File: src/core/gpio_port_pkg.sv
// shared constants for the general-purpose pad port
package gpio_port_pkg;
    // pad counts
    localparam int PRIMARY_PADS = 10;
    localparam int EXTRA_PADS = 17;
    localparam int TOTAL_PADS = PRIMARY_PADS + EXTRA_PADS;
    // role encoding per pad, two bits
    localparam logic [1:0] ROLE_INPUT = 2'h0;
    localparam logic [1:0] ROLE_OUTPUT = 2'h1;
    localparam logic [1:0] ROLE_ALT = 2'h2;
    localparam logic [1:0] ROLE_I2C = 2'h3;
    // wake-capable line indices, zero based (lines 1, 4, 5, 8)
    localparam int WAKE_IDX_ONE = 0;
    localparam int WAKE_IDX_FOUR = 3;
    localparam int WAKE_IDX_FIVE = 4;
    localparam int WAKE_IDX_EIGHT = 7;
    localparam int WAKE_LINES = 4;
    // i2c line index width
    localparam int I2C_SEL_W = 4;
    // reset values
    localparam logic [1:0] ROLE_RESET = ROLE_INPUT;
    localparam logic WAKE_EN_RESET = 1'h0;
    localparam logic IRQ_EN_RESET = 1'h0;
endpackage : gpio_port_pkg
File: src/core/gpio_port.sv
// general-purpose pad port with roles, change interrupts and wake
`timescale 1ns/100ps
module gpio_port
    import gpio_port_pkg::*;
#(
    parameter int NPRI = PRIMARY_PADS,
    parameter int NEXT = EXTRA_PADS
) (
    // clock and synchronous reset
    input wire logic clk_sys,
    input wire logic resetn,
    // pad side: levels in, drive data and enable out
    input wire logic [NPRI+NEXT-1:0] pad_in,
    output logic [NPRI+NEXT-1:0] pad_out,
    output logic [NPRI+NEXT-1:0] pad_oe,
    // role selection and software data
    input wire logic [2*(NPRI+NEXT)-1:0] role_cfg,
    input wire logic [NPRI+NEXT-1:0] out_value,
    output logic [NPRI+NEXT-1:0] read_value,
    // firmware alternate source
    input wire logic [NPRI+NEXT-1:0] alt_out,
    input wire logic [NPRI+NEXT-1:0] alt_oe,
    output logic [NPRI+NEXT-1:0] alt_in,
    // initial peripheral of the extra pads
    input wire logic [NEXT-1:0] periph_out,
    input wire logic [NEXT-1:0] periph_oe,
    output logic [NEXT-1:0] periph_in,
    input wire logic [NEXT-1:0] periph_release,
    // emulated i2c master, low-only drive
    input wire logic i2c_enable,
    input wire logic [I2C_SEL_W-1:0] i2c_scl_sel,
    input wire logic [I2C_SEL_W-1:0] i2c_sda_sel,
    input wire logic i2c_scl_low,
    input wire logic i2c_sda_low,
    output logic i2c_scl_in,
    output logic i2c_sda_in,
    // change interrupts
    input wire logic [NPRI+NEXT-1:0] irq_enable,
    input wire logic [NPRI+NEXT-1:0] irq_clear,
    output logic [NPRI+NEXT-1:0] irq_pending,
    output logic irq_any,
    // wake-up from sleep, four capable lines only
    input wire logic wake_line_one_en,
    input wire logic wake_line_four_en,
    input wire logic wake_line_five_en,
    input wire logic wake_line_eight_en,
    output logic wake_request
);
    // pad count across both groups
    localparam int N = NPRI + NEXT;

    // all block state in one record
    typedef struct packed {
        logic [N-1:0] sync1;   // first synchroniser stage
        logic [N-1:0] sync2;   // second stage, the clean level
        logic [N-1:0] last;    // previous clean level for edges
        logic [N-1:0] rd;      // read-back value
        logic [N-1:0] pend;    // sticky change flags
        logic [N-1:0] pout;    // registered pad data
        logic [N-1:0] poe;     // registered pad enable
        logic [NEXT-1:0] pin;  // peripheral input copy
        logic [N-1:0] ain;     // alternate input copy
        logic scl;             // i2c clock level seen
        logic sda;             // i2c data level seen
        logic wake;            // wake request level
        logic [WAKE_LINES-1:0] wen; // wake enables, caught each cycle
    } state_t;

    // registered state and its next value
    state_t s_q;
    state_t s_d;
    logic [1:0] role [N];      // decoded role per pad
    logic [N-1:0] gp_owned;    // pad under general-purpose control
    logic [N-1:0] change;      // edge on clean level
    logic [N-1:0] per_out_w;   // peripheral drive spread over all pads
    logic [N-1:0] per_oe_w;    // peripheral enable spread over all pads

    // unpack role fields; primary pads never lose their role
    always_comb begin
        for (int i = 0; i < N; i++) begin
            role[i] = role_cfg[2*i +: 2];
            // i2c role only defined for the first ten lines
            if (i >= NPRI && role[i] == ROLE_I2C) begin
                role[i] = ROLE_INPUT;
            end
        end
        // primary pads always general purpose; extras once released
        gp_owned = {periph_release, {NPRI{1'b1}}};
    end

    // primary slots padded with zero; never peripheral owned
    assign per_out_w = {periph_out, {NPRI{1'b0}}};
    assign per_oe_w = {periph_oe, {NPRI{1'b0}}};

    // next state
    always_comb begin
        // hold everything not written below
        s_d = s_q;
        // synchroniser: stage one is read only by stage two
        s_d.sync1 = pad_in;
        s_d.sync2 = s_q.sync1;
        // last clean level, for edge detection
        s_d.last = s_q.sync2;
        // both directions count as a change; a pad already high when
        // reset ends shows one change, so clear flags after enabling
        change = s_q.sync2 ^ s_q.last;
        // enables pass one register stage before they gate wake
        s_d.wen = {wake_line_eight_en, wake_line_five_en,
                   wake_line_four_en, wake_line_one_en};
        // released i2c lines read high, as a pulled-up bus would
        s_d.scl = 1'b1;
        s_d.sda = 1'b1;
        for (int i = 0; i < N; i++) begin
            // defaults: pad released, inputs track the clean level
            s_d.pout[i] = 1'b0;
            s_d.poe[i] = 1'b0;
            s_d.ain[i] = s_q.sync2[i];
            s_d.rd[i] = s_q.sync2[i];
            if (!gp_owned[i]) begin
                // peripheral owns the pad until released
                s_d.pout[i] = per_out_w[i];
                s_d.poe[i] = per_oe_w[i];
            end else begin
                unique case (role[i])
                    ROLE_INPUT: begin
                        // never drives; the read shows the pad level
                        s_d.rd[i] = s_q.sync2[i];
                    end
                    ROLE_OUTPUT: begin
                        // push-pull: enable held for both levels
                        s_d.pout[i] = out_value[i];
                        s_d.poe[i] = 1'b1;
                        s_d.rd[i] = out_value[i];
                    end
                    ROLE_ALT: begin
                        // firmware source owns both data and enable
                        s_d.pout[i] = alt_out[i];
                        s_d.poe[i] = alt_oe[i];
                    end
                    ROLE_I2C: begin
                        // open-drain style: only drive low, master only
                        // scl is tested first, so it wins on equal selects
                        if (i2c_enable &&
                            i2c_scl_sel == I2C_SEL_W'(i)) begin
                            s_d.poe[i] = i2c_scl_low;
                            s_d.scl = s_q.sync2[i];
                        end else if (i2c_enable &&
                            i2c_sda_sel == I2C_SEL_W'(i)) begin
                            s_d.poe[i] = i2c_sda_low;
                            s_d.sda = s_q.sync2[i];
                        end
                    end
                    default: begin
                        // unreachable: all four codes are decoded
                        s_d.poe[i] = 1'b0;
                    end
                endcase
            end
            // change flag: set beats a same-cycle clear
            // only general-purpose input pads may flag
            if (gp_owned[i] && role[i] == ROLE_INPUT &&
                irq_enable[i] && change[i]) begin
                s_d.pend[i] = 1'b1;
            end else if (irq_clear[i]) begin
                s_d.pend[i] = 1'b0;
            end
        end
        // peripheral sees the clean level of its pads
        for (int i = 0; i < NEXT; i++) begin
            s_d.pin[i] = s_q.sync2[NPRI+i];
        end
        // wake only from the four capable lines; others ignored
        // a capable line in another role never wakes either
        s_d.wake = (s_q.wen[0] && change[WAKE_IDX_ONE]
                    && role[WAKE_IDX_ONE] == ROLE_INPUT)
                 || (s_q.wen[1] && change[WAKE_IDX_FOUR]
                    && role[WAKE_IDX_FOUR] == ROLE_INPUT)
                 || (s_q.wen[2] && change[WAKE_IDX_FIVE]
                    && role[WAKE_IDX_FIVE] == ROLE_INPUT)
                 || (s_q.wen[3] && change[WAKE_IDX_EIGHT]
                    && role[WAKE_IDX_EIGHT] == ROLE_INPUT);
    end

    // state register, synchronous reset
    always_ff @(posedge clk_sys) begin
        if (!resetn) begin
            // everything clear, i2c lines idle high, wake off
            s_q <= '0;
            s_q.scl <= 1'b1;
            s_q.sda <= 1'b1;
            s_q.wen <= {WAKE_LINES{WAKE_EN_RESET}};
        end else begin
            s_q <= s_d;
        end
    end

    // outputs straight from flip-flops; irq_any is an OR of them
    assign pad_out = s_q.pout;
    assign pad_oe = s_q.poe;
    assign read_value = s_q.rd;
    assign alt_in = s_q.ain;
    assign periph_in = s_q.pin;
    assign i2c_scl_in = s_q.scl;
    assign i2c_sda_in = s_q.sda;
    assign irq_pending = s_q.pend;
    // summary of all pending flags for a single request line
    assign irq_any = |s_q.pend;
    assign wake_request = s_q.wake;

endmodule : gpio_port

File: config.mk
export PLATFORM = sky130hd
export DESIGN_NAME = gpio_port
export DESIGN_NICKNAME = d
export VERILOG_FILES = /design/src/core/gpio_port_pkg.sv /design/src/core/gpio_port.sv
export SDC_FILE = /design/constraint.sdc
export NUM_CORES = 1
export LEC_CHECK = 0
export BUFFER_PORTS_ARGS = -buffer_cell sky130_fd_sc_hd__buf_4
export CORE_AREA = 2 2 171 173
export DETAILED_ROUTE_END_ITERATION = 6
export DIE_AREA = 0 0 173 175
export PLACE_DENSITY = 0.66
export SYNTH_ARGS = -nofsm -noshare
export SYNTH_HDL_FRONTEND = slang
export SYNTH_SLANG_ARGS = --single-unit
File: constraint.sdc
create_clock -name clk_sys -period 2.8 [get_ports clk_sys]
set_input_delay 0.56 -clock clk_sys [delete_from_list [all_inputs] [get_ports clk_sys]]
set_output_delay 0.56 -clock clk_sys [all_outputs]
set_load 0.1 [all_outputs]
* Yosys cells after proc, flatten, opt, wreduce, memory -nomap -nowiden
Index checks and enable logic that the tools add are counted.
Storage, ports and cells: register bits after elaboration 213, bits in latches 0, RAM bits 0, memory bits (read-only) 0, input bits 284, output and inout port bits 156, word-level logic and storage cells 698, memories 0
Cells by class: add/sub/neg operators 0, $mul 0, divide/modulo/power cells 0, order comparisons 0, equality and inequality tests 128, shift-type cells 0, multiplexer cells 360, bitwise logic cells 1, reduce and logical (&&, ||, !) cells 171
Operators with widths (count):
- $mux 1 | 245
- $eq 2x2->1 const B | 71
- $mux 2 | 61
- $logic_and 1x1->1 | 111
- $pmux 1 s3 | 27
- $eq 4x4->1 const B | 16
- $eq 2x1->1 const B | 27
- $logic_not 2->1 | 27
- $pmux 1 s2 | 27
- $reduce_bool 2->1 | 27
- $eq 4x3->1 const B | 8
- $reduce_or 27->1 | 1
- $xor 27x27->27 | 1
- $eq 4x2->1 const B | 4
- $eq 4x1->1 const B | 2
- $logic_not 4->1 | 2
- $logic_or 1x1->1 | 3

* Depth between registers and ports, before layout
Gate-level depths: netlist (run 1).
depth in word-level cells 100, mapped depth 9, depth with buffers taken out 9

* Least setup slack after synthesis (run 1)
OpenSTA, ideal clock, no wires.
path kind in2reg, start point in i2c_enable, end point reg s_q, in the netlist i2c_sda_in, setup time 0.120 ns, arrival time 2.115 ns, data required time 2.680 ns, slack 0.566 ns, cell stages on the path 7, buffers on the path 1, cells stage by stage buf_4 -> or3b_1 -> a211oi_2 -> a22oi_2 -> a2111oi_2 -> a21oi_1 -> o31a_1
Between the ends: cells in the longest elaborated chain, start to end 99, elaborated cells between the ends (all ways) 130, classes of those cells mux (98); reduce/logical (32)
Ends and longest elaborated chain:
- start: declaration | line gpio_port.sv:30 | input wire logic i2c_enable,
- $logic_and 1x1->1 | line gpio_port.sv:147 | end else if (i2c_enable &&
- $mux 1 | line gpio_port.sv:147
- $mux 1 | line gpio_port.sv:143 | if (i2c_enable &&
- $mux 2 | line gpio_port.sv:124 | unique case (role[i])
- $mux 1 | line gpio_port.sv:147
- $mux 1 | line gpio_port.sv:143
- $mux 2 | line gpio_port.sv:124
- $mux 1 | line gpio_port.sv:147
- [83 not listed]
- $mux 1 | line gpio_port.sv:147
- $mux 1 | line gpio_port.sv:143
- $mux 2 | line gpio_port.sv:124
- $mux 2 | line gpio_port.sv:119 | if (!gp_owned[i]) begin
- $mux 1 | line gpio_port.sv:147
- $mux 1 | line gpio_port.sv:143
- $mux 2 | line gpio_port.sv:124
- $mux 2 * | line gpio_port.sv:119
- end: declaration | line gpio_port.sv:70 | state_t s_q;
Mark *: on every way between the ends. The rest lies on a longest branch, timed or not. A chain may end at the register's enable or synchronous reset.

* Worst setup path after layout (run 1)
start point reg s_q, in the netlist irq_pending[20], end point out irq_any
Between the ends: cells in the longest elaborated chain, start to end 1
Ends and longest elaborated chain:
- $reduce_or 27->1 | line gpio_port.sv:207 | assign irq_any = |s_q.pend;
- end: declaration | line gpio_port.sv:41 | output logic irq_any,
Every way passes these cells.

==> results.cfg, run 1 <==
[floorplan]
start_util_pct = 38.3
die_w_um = 173
fp.coreArea_um2 = 28400
rows = 62
die_height_um = 175
die_area_um2 = 30300
ios = 440

[power]
pwr-share-comb_pct = 23.9
powerDensity_nw_per_um2 = 507
p_clk_share_pct = 34.2
seqPwrFrac_pct = 41.8
switching_share_pct = 34.2
ir_drop_v = 0.000457
leakage_nw = 6.59
intPower_mw = 4.67
p_sw_mw = 2.43

[clocking]
root_buffer = clkbuf_16
htreeDepth = 4
insertion_delay_ns = 0.44
clock-sinks = 196
cts_buffers = 17
post_cts_buffers = 0
cts_tree = built
path_clk_slew_ns = 0.08
clock_path_buffers = 2
cts_resized = 0
hold_buffers = 0

[timing]
worst_slack_ns = 0.0375
fin_crit_sh_pct = 98.7
drv_slew = 0
fin_setup_tns_ns = 0
min_period_ns = 2.76
worst_pin_slew_ns = 0.923
fmaxAchievable_mhz = 362
finalHoldViolCount = 0
finalSetupViolations = 0
slew_headroom_pct = 38.2
rsz0062_at_grt = false
finalClockSkew_ns = 0.0113

[critical_path]
endpoint_kind = output port
critical_path_class = flop to output port
worst_ep_required_time_ns = 2.24
cp-start-kind = flop
arrival_ns = 2.20
crit_fanout = 3

[grt]
grt_max_degree = 175
antenna_found_initial = 1
grt_pass1_wl_um = 55000
grt_overflow = 0
grtUsageTotal_pct = 23.7
grt_pass1_vias = 9585

[routing]
wl_per_cell_um = 19.4
dr.pass1.iters = 5
wirelength_um = 37400
first_iter_violations = 665
ant_nets = 0
drc = 0
via_per_inst = 5.04
num_vias = 9707

[logic_synthesis]
synth_cell_types = 63
avgSynthCellArea_um2 = 8.69
netlist.top_cell.by_area = dfxtp_1
ys_ff_latch = 196
yosys.cell_count.top_type = dfxtp_1
syn-instance-count = 1250
synth_edf_count = 0
synthesis.area_um2 = 10900
ys_top_cells_by_count = dfxtp_1 (196), buf_4 (154), nand2_1 (106), and2_1 (89), inv_1 (80)
synthTopCellsByArea = dfxtp_1 (36%), buf_4 (11%), ha_1 (8.6%)
seq_area_frac_synth_pct = 36.1
synth_top_area_share_pct = 36.1
synthFlopType = dfxtp_1
synth_nets = 1609
yosysWarningCount = 0
async_flop_share_pct = 0

[finish]
syn_to_final_growth_pct = 29.1
fin_util_pct = 49.4
nets = 1888
fillers = 2782
drive_gt1_share_pct = 32.1

[place]
place_ws_ns = 0.126
portBuffers = 439
hpwl_um = 30200
gp_congestion = 0.905

[status]
status = finished, final reports clean

[min_path]
hp-class = primary input to flop

[flow_run]
cap_violations = 0
==> layer usage <==
| metal | wire length [um] | up-vias | part of all wire, % | GRT usage (%) |
|---|---|---|---|---|
| li1 | - | 4682 | - | - |
| met1 | 15300 | 4556 | 41 | 27.7 |
| met2 | 18600 | 425 | 50 | 42.1 |
| met3 | 2810 | 44 | 7.5 | 6.51 |
| met4 | 781 | 0 | 2.1 | 7.24 |
| met5 | 0 | - | 0 | 0 |
==> worst paths after layout <==
| path | from | endpoint | slack, ns | cells past startpoint |
|---|---|---|---|---|
| hold reg to reg | s_d[192] | s_d[13] | 0.44 | 1 |
| setup / recovery | irq_pending[20] | irq_any | 0.04 | 4 |
| hold / removal | wake_line_one_en | s_q[0] | 0.32 | 2 |
| setup reg to reg | s_d[30] | i2c_scl_in | 1.00 | 6 |
==> cell families (layout without fill, tap and decap cells) <==
group | Yosys count | count (layout) | synth area share (%)
AOI/OAI and AO/OA | 223 | 223 | 15.0
xor gates and xnor gates | 27 | 27 | 2.18
adders and majority gates | 75 | 75 | 8.64
buffers and inverters | 274 | 566 | 14.8
DFF | 196 | 196 | 36.1
muxes | 19 | 19 | 1.75
other | 0 | 1 | 0
and+or+nand+nor | 436 | 436 | 21.5
==> flip-flops by register name, summed over array words and instances (netlist names) <==
signal,count
i2c_sda_in,1
pad_oe,27
periph_in,17
s_q,4
pad_out,27
s_d,54
read_value,27
wake_request,1
irq_pending,27
alt_in,10
i2c_scl_in,1
==> cell usage in the layout (no fill, tap or decap), types with 14 or more instances in the layout <==
cell       Yosys  final
clkbuf_16      0     17
ha_1          75     75
a21oi_1       21     21
nand2_1      106    106
mux2i_1       19     19
nor2_1        45     45
o21ai_0       36     36
and2_1        89     89
a22oi_1       25     25
buf_4        154    453
nor3b_1       14     14
nand3_1       33     33
a32oi_1       15     15
dfxtp_1      196    196
nand2b_1      31     31
xor2_1        27     27
inv_1         80     80
nor2b_1       37     37
a31oi_1       16     16
a21boi_0      43     43
nand4_1       24     24
==> final cells by class <==
cell class,instances,area [um^2],area share (%)
clock buffer,18,429,3.06
sequential,196,3920,28.0
inverter,80,300,2.14
multi-input combinational,780,5330,38.0
timing repair buffer,454,3420,24.4
tap,384,480,3.43
clock inverter,14,138,0.981
antenna,1,2.50,0.0178
==> critical path, stage by stage, from the launching register on <==
cell	delay, ns
dfxtp_1	0.33
nor4_1	0.51
and4_1	0.49
nand4_1	0.16
buf_4	0.27
==> through the flow <==
step                      area, um^2  cells  power, mW  hold WS (ns)
after floorplan                10900   1250       4.19         0.412
after global placement         13500   1894       4.73         0.413
after detailed placement       13500   1894       4.74         0.419
after CTS                      14000   1926       7.17         0.301
after global routing           14000   1926       7.38         0.305
final                          14000   1927       7.10         0.318
==> power by group through the flow <==
| stage | registers (mW) | clock network (mW) | logic [mW] |
|---|---|---|---|
| after floorplan | 3.02 | 0 | 1.17 |
| after global placement | 3.04 | 0 | 1.69 |
| after detailed placement | 3.04 | 0 | 1.70 |
| after CTS | 2.97 | 2.50 | 1.70 |
| after global routing | 2.99 | 2.60 | 1.80 |
| final | 2.97 | 2.43 | 1.70 |
Power figures use the tool's default switching activity.
==> inputs of run 2 (changes only) <==
Settings changed: CAP_MARGIN from default to 15, CELL_PAD_IN_SITES_DETAIL_PLACEMENT from default to 1, CELL_PAD_IN_SITES_GLOBAL_PLACEMENT from default to 1, CORE_AREA 2 2 171 173 to default, CORE_ASPECT_RATIO from default to 1.25, CORE_MARGIN from default to 2, CORE_UTILIZATION from default to 35, DIE_AREA 0 0 173 175 to default, PLACE_DENSITY 0.66 to 0.8.
==> results.cfg, run 2 (synthesized netlist as in run 1, its figures left out) <==
[status]
status = finished, final reports clean

[power]
pwr-share-comb_pct = 22.7
leakage_nw = 6.67
seqPwrFrac_pct = 39.5
ir_drop_v = 0.000341
switching_share_pct = 31.6
p_clk_share_pct = 37.7
intPower_mw = 5.14
p_sw_mw = 2.38
powerDensity_nw_per_um2 = 530

[timing]
finalSetupViolations = 0
drv_slew = 0
slew_headroom_pct = 29.7
min_period_ns = 2.67
finalHoldViolCount = 0
fin_crit_sh_pct = 95.4
rsz0062_at_grt = false
worst_pin_slew_ns = 1.05
finalClockSkew_ns = 0.0116
fmaxAchievable_mhz = 374
fin_setup_tns_ns = 0

[critical_path]
worstPathCellList = nor4_1, buf_4, and4_1, nand4_1, buf_4
worst_setup_path_endpoint = irq_any
crit_fanout = 3
endpoint_kind = output port
arrival_ns = 2.11
critPathSlowestCell = nor4_1
reg2regPathDepth = 7
critical_path_class = flop to output port
r2r_start = s_d[8]
setup.worst_path.start = irq_pending[20]
cp.depth = 5
slowest_delay_ns = 0.47
cp-start-kind = flop
cp_num_buf_inv = 2
rrSetupSlack_ns = 1.02
rr_endpoint = i2c_scl_in
path_common_cell = buf_4
crit_family = simple AND/OR/NAND/NOR gates
worst_ep_required_time_ns = 2.24

[grt]
antenna_found_initial = 2
grt_pass1_vias = 10400
grt_max_degree = 82
grt_overflow = 0
grtUsageTotal_pct = 24.5
grt_pass1_wl_um = 60200

[floorplan]
fp.coreArea_um2 = 30700
ios = 440
die_w_um = 162
die_area_um2 = 32500
rows = 72
die_height_um = 201
start_util_pct = 35.4

[routing]
wl_per_cell_um = 20.9
dr.pass1.iters = 5
wirelength_um = 40900
ant_nets = 0
drc = 0
via_per_inst = 5.03
first_iter_violations = 475
num_vias = 9830

[finish]
syn_to_final_growth_pct = 30.6
multiInputGateArea_um2 = 5330
nets = 1894
largest_reg_flops = 54
fillers = 3670
drive_gt1_share_pct = 32.4
final_cells = 1956
mostFrequentLayoutCell = buf_4
regArea_um2 = 3920
final_cell_mix = buf_4 (460), dfxtp_1 (196), nand2_1 (106), and2_1 (89), inv_1 (80)

[clocking]
htreeDepth = 4
post_cts_buffers = 0
root_buffer = clkbuf_16
cts_resized = 0
cts_buffers = 17
path_clk_slew_ns = 0.08
hold_buffers = 0
cts_tree = built
insertion_delay_ns = 0.45
clock_path_buffers = 2
clock-sinks = 196

[place]
gp_congestion = 0.897
portBuffers = 439
place_inst = 1923
hpwl_um = 33600

[min_path]
hp-class = primary input to flop
worstHoldPathCells = 2

[flow_run]
cap_violations = 0
[run 2: worst min path at each step]
stage / start / to
after floorplan: s_d[189] / s_d[10]
after global placement: s_d[205] / s_d[26]
after detailed placement: s_d[202] / s_d[23]
after CTS: pad_in[10] / s_d[196]
after global routing: pad_in[19] / s_d[205]
final: pad_in[10] / s_d[196]
[run 2: power groups by stage]
| stage | combinational (mW) | sequential (mW) | clock [mW] |
|---|---|---|---|
| 6_report | 1.71 | 2.97 | 2.84 |
| 5_1_grt | 1.81 | 2.99 | 3.00 |
| 4_1_cts | 1.72 | 2.98 | 2.90 |
| 3_5_place_dp | 1.71 | 3.04 | 0 |
| 3_3_place_gp | 1.69 | 3.04 | 0 |
| 2_1_floorplan | 1.17 | 3.02 | 0 |
[run 2: cell type report]
cell class / count / area share (%)
inverters: 80 / 2.12
repair buffers: 460 / 24.3
multi-input cells: 780 / 37.6
well taps: 407 / 3.59
clock buffers: 20 / 3.22
clock inverters: 12 / 1.48
diodes: 1 / 0.0176
flip-flops and latches: 196 / 27.7
[run 2: metrics by stage]
step / area, um^2 / utilization, % / hold WS (ns) / worst slack (ns) / power, mW
2_1_floorplan: 10900 / - / 0.412 / 0.566 / 4.19
3_3_place_gp: 13500 / 44.0 / 0.414 / 0.260 / 4.72
3_5_place_dp: 13500 / 44.0 / 0.420 / 0.175 / 4.75
4_1_cts: 14200 / 46.2 / 0.284 / 0.00629 / 7.59
5_1_grt: 14200 / 46.2 / 0.299 / 0.0303 / 7.80
6_report: 14200 / 46.2 / 0.310 / 0.128 / 7.52
[run 2: metal layers]
| layer | global-route usage [%] | wire length, um | vias to the layer above |
|---|---|---|---|
| met2 | 44.9 | 21100 | 329 |
| met5 | 0 | 13 | - |
| met4 | 11.7 | 1750 | 2 |
| met1 | 26.4 | 15600 | 4722 |
| met3 | 5.52 | 2330 | 82 |
| li1 | - | - | 4695 |
[run 2: worst reg2reg max path: cells and delay by family (launching register included)]
kind / cells / cell delay [ns]
simple gates: 2 / 0.45
compound gates: 5 / 0.88
flops: 1 / 0.36
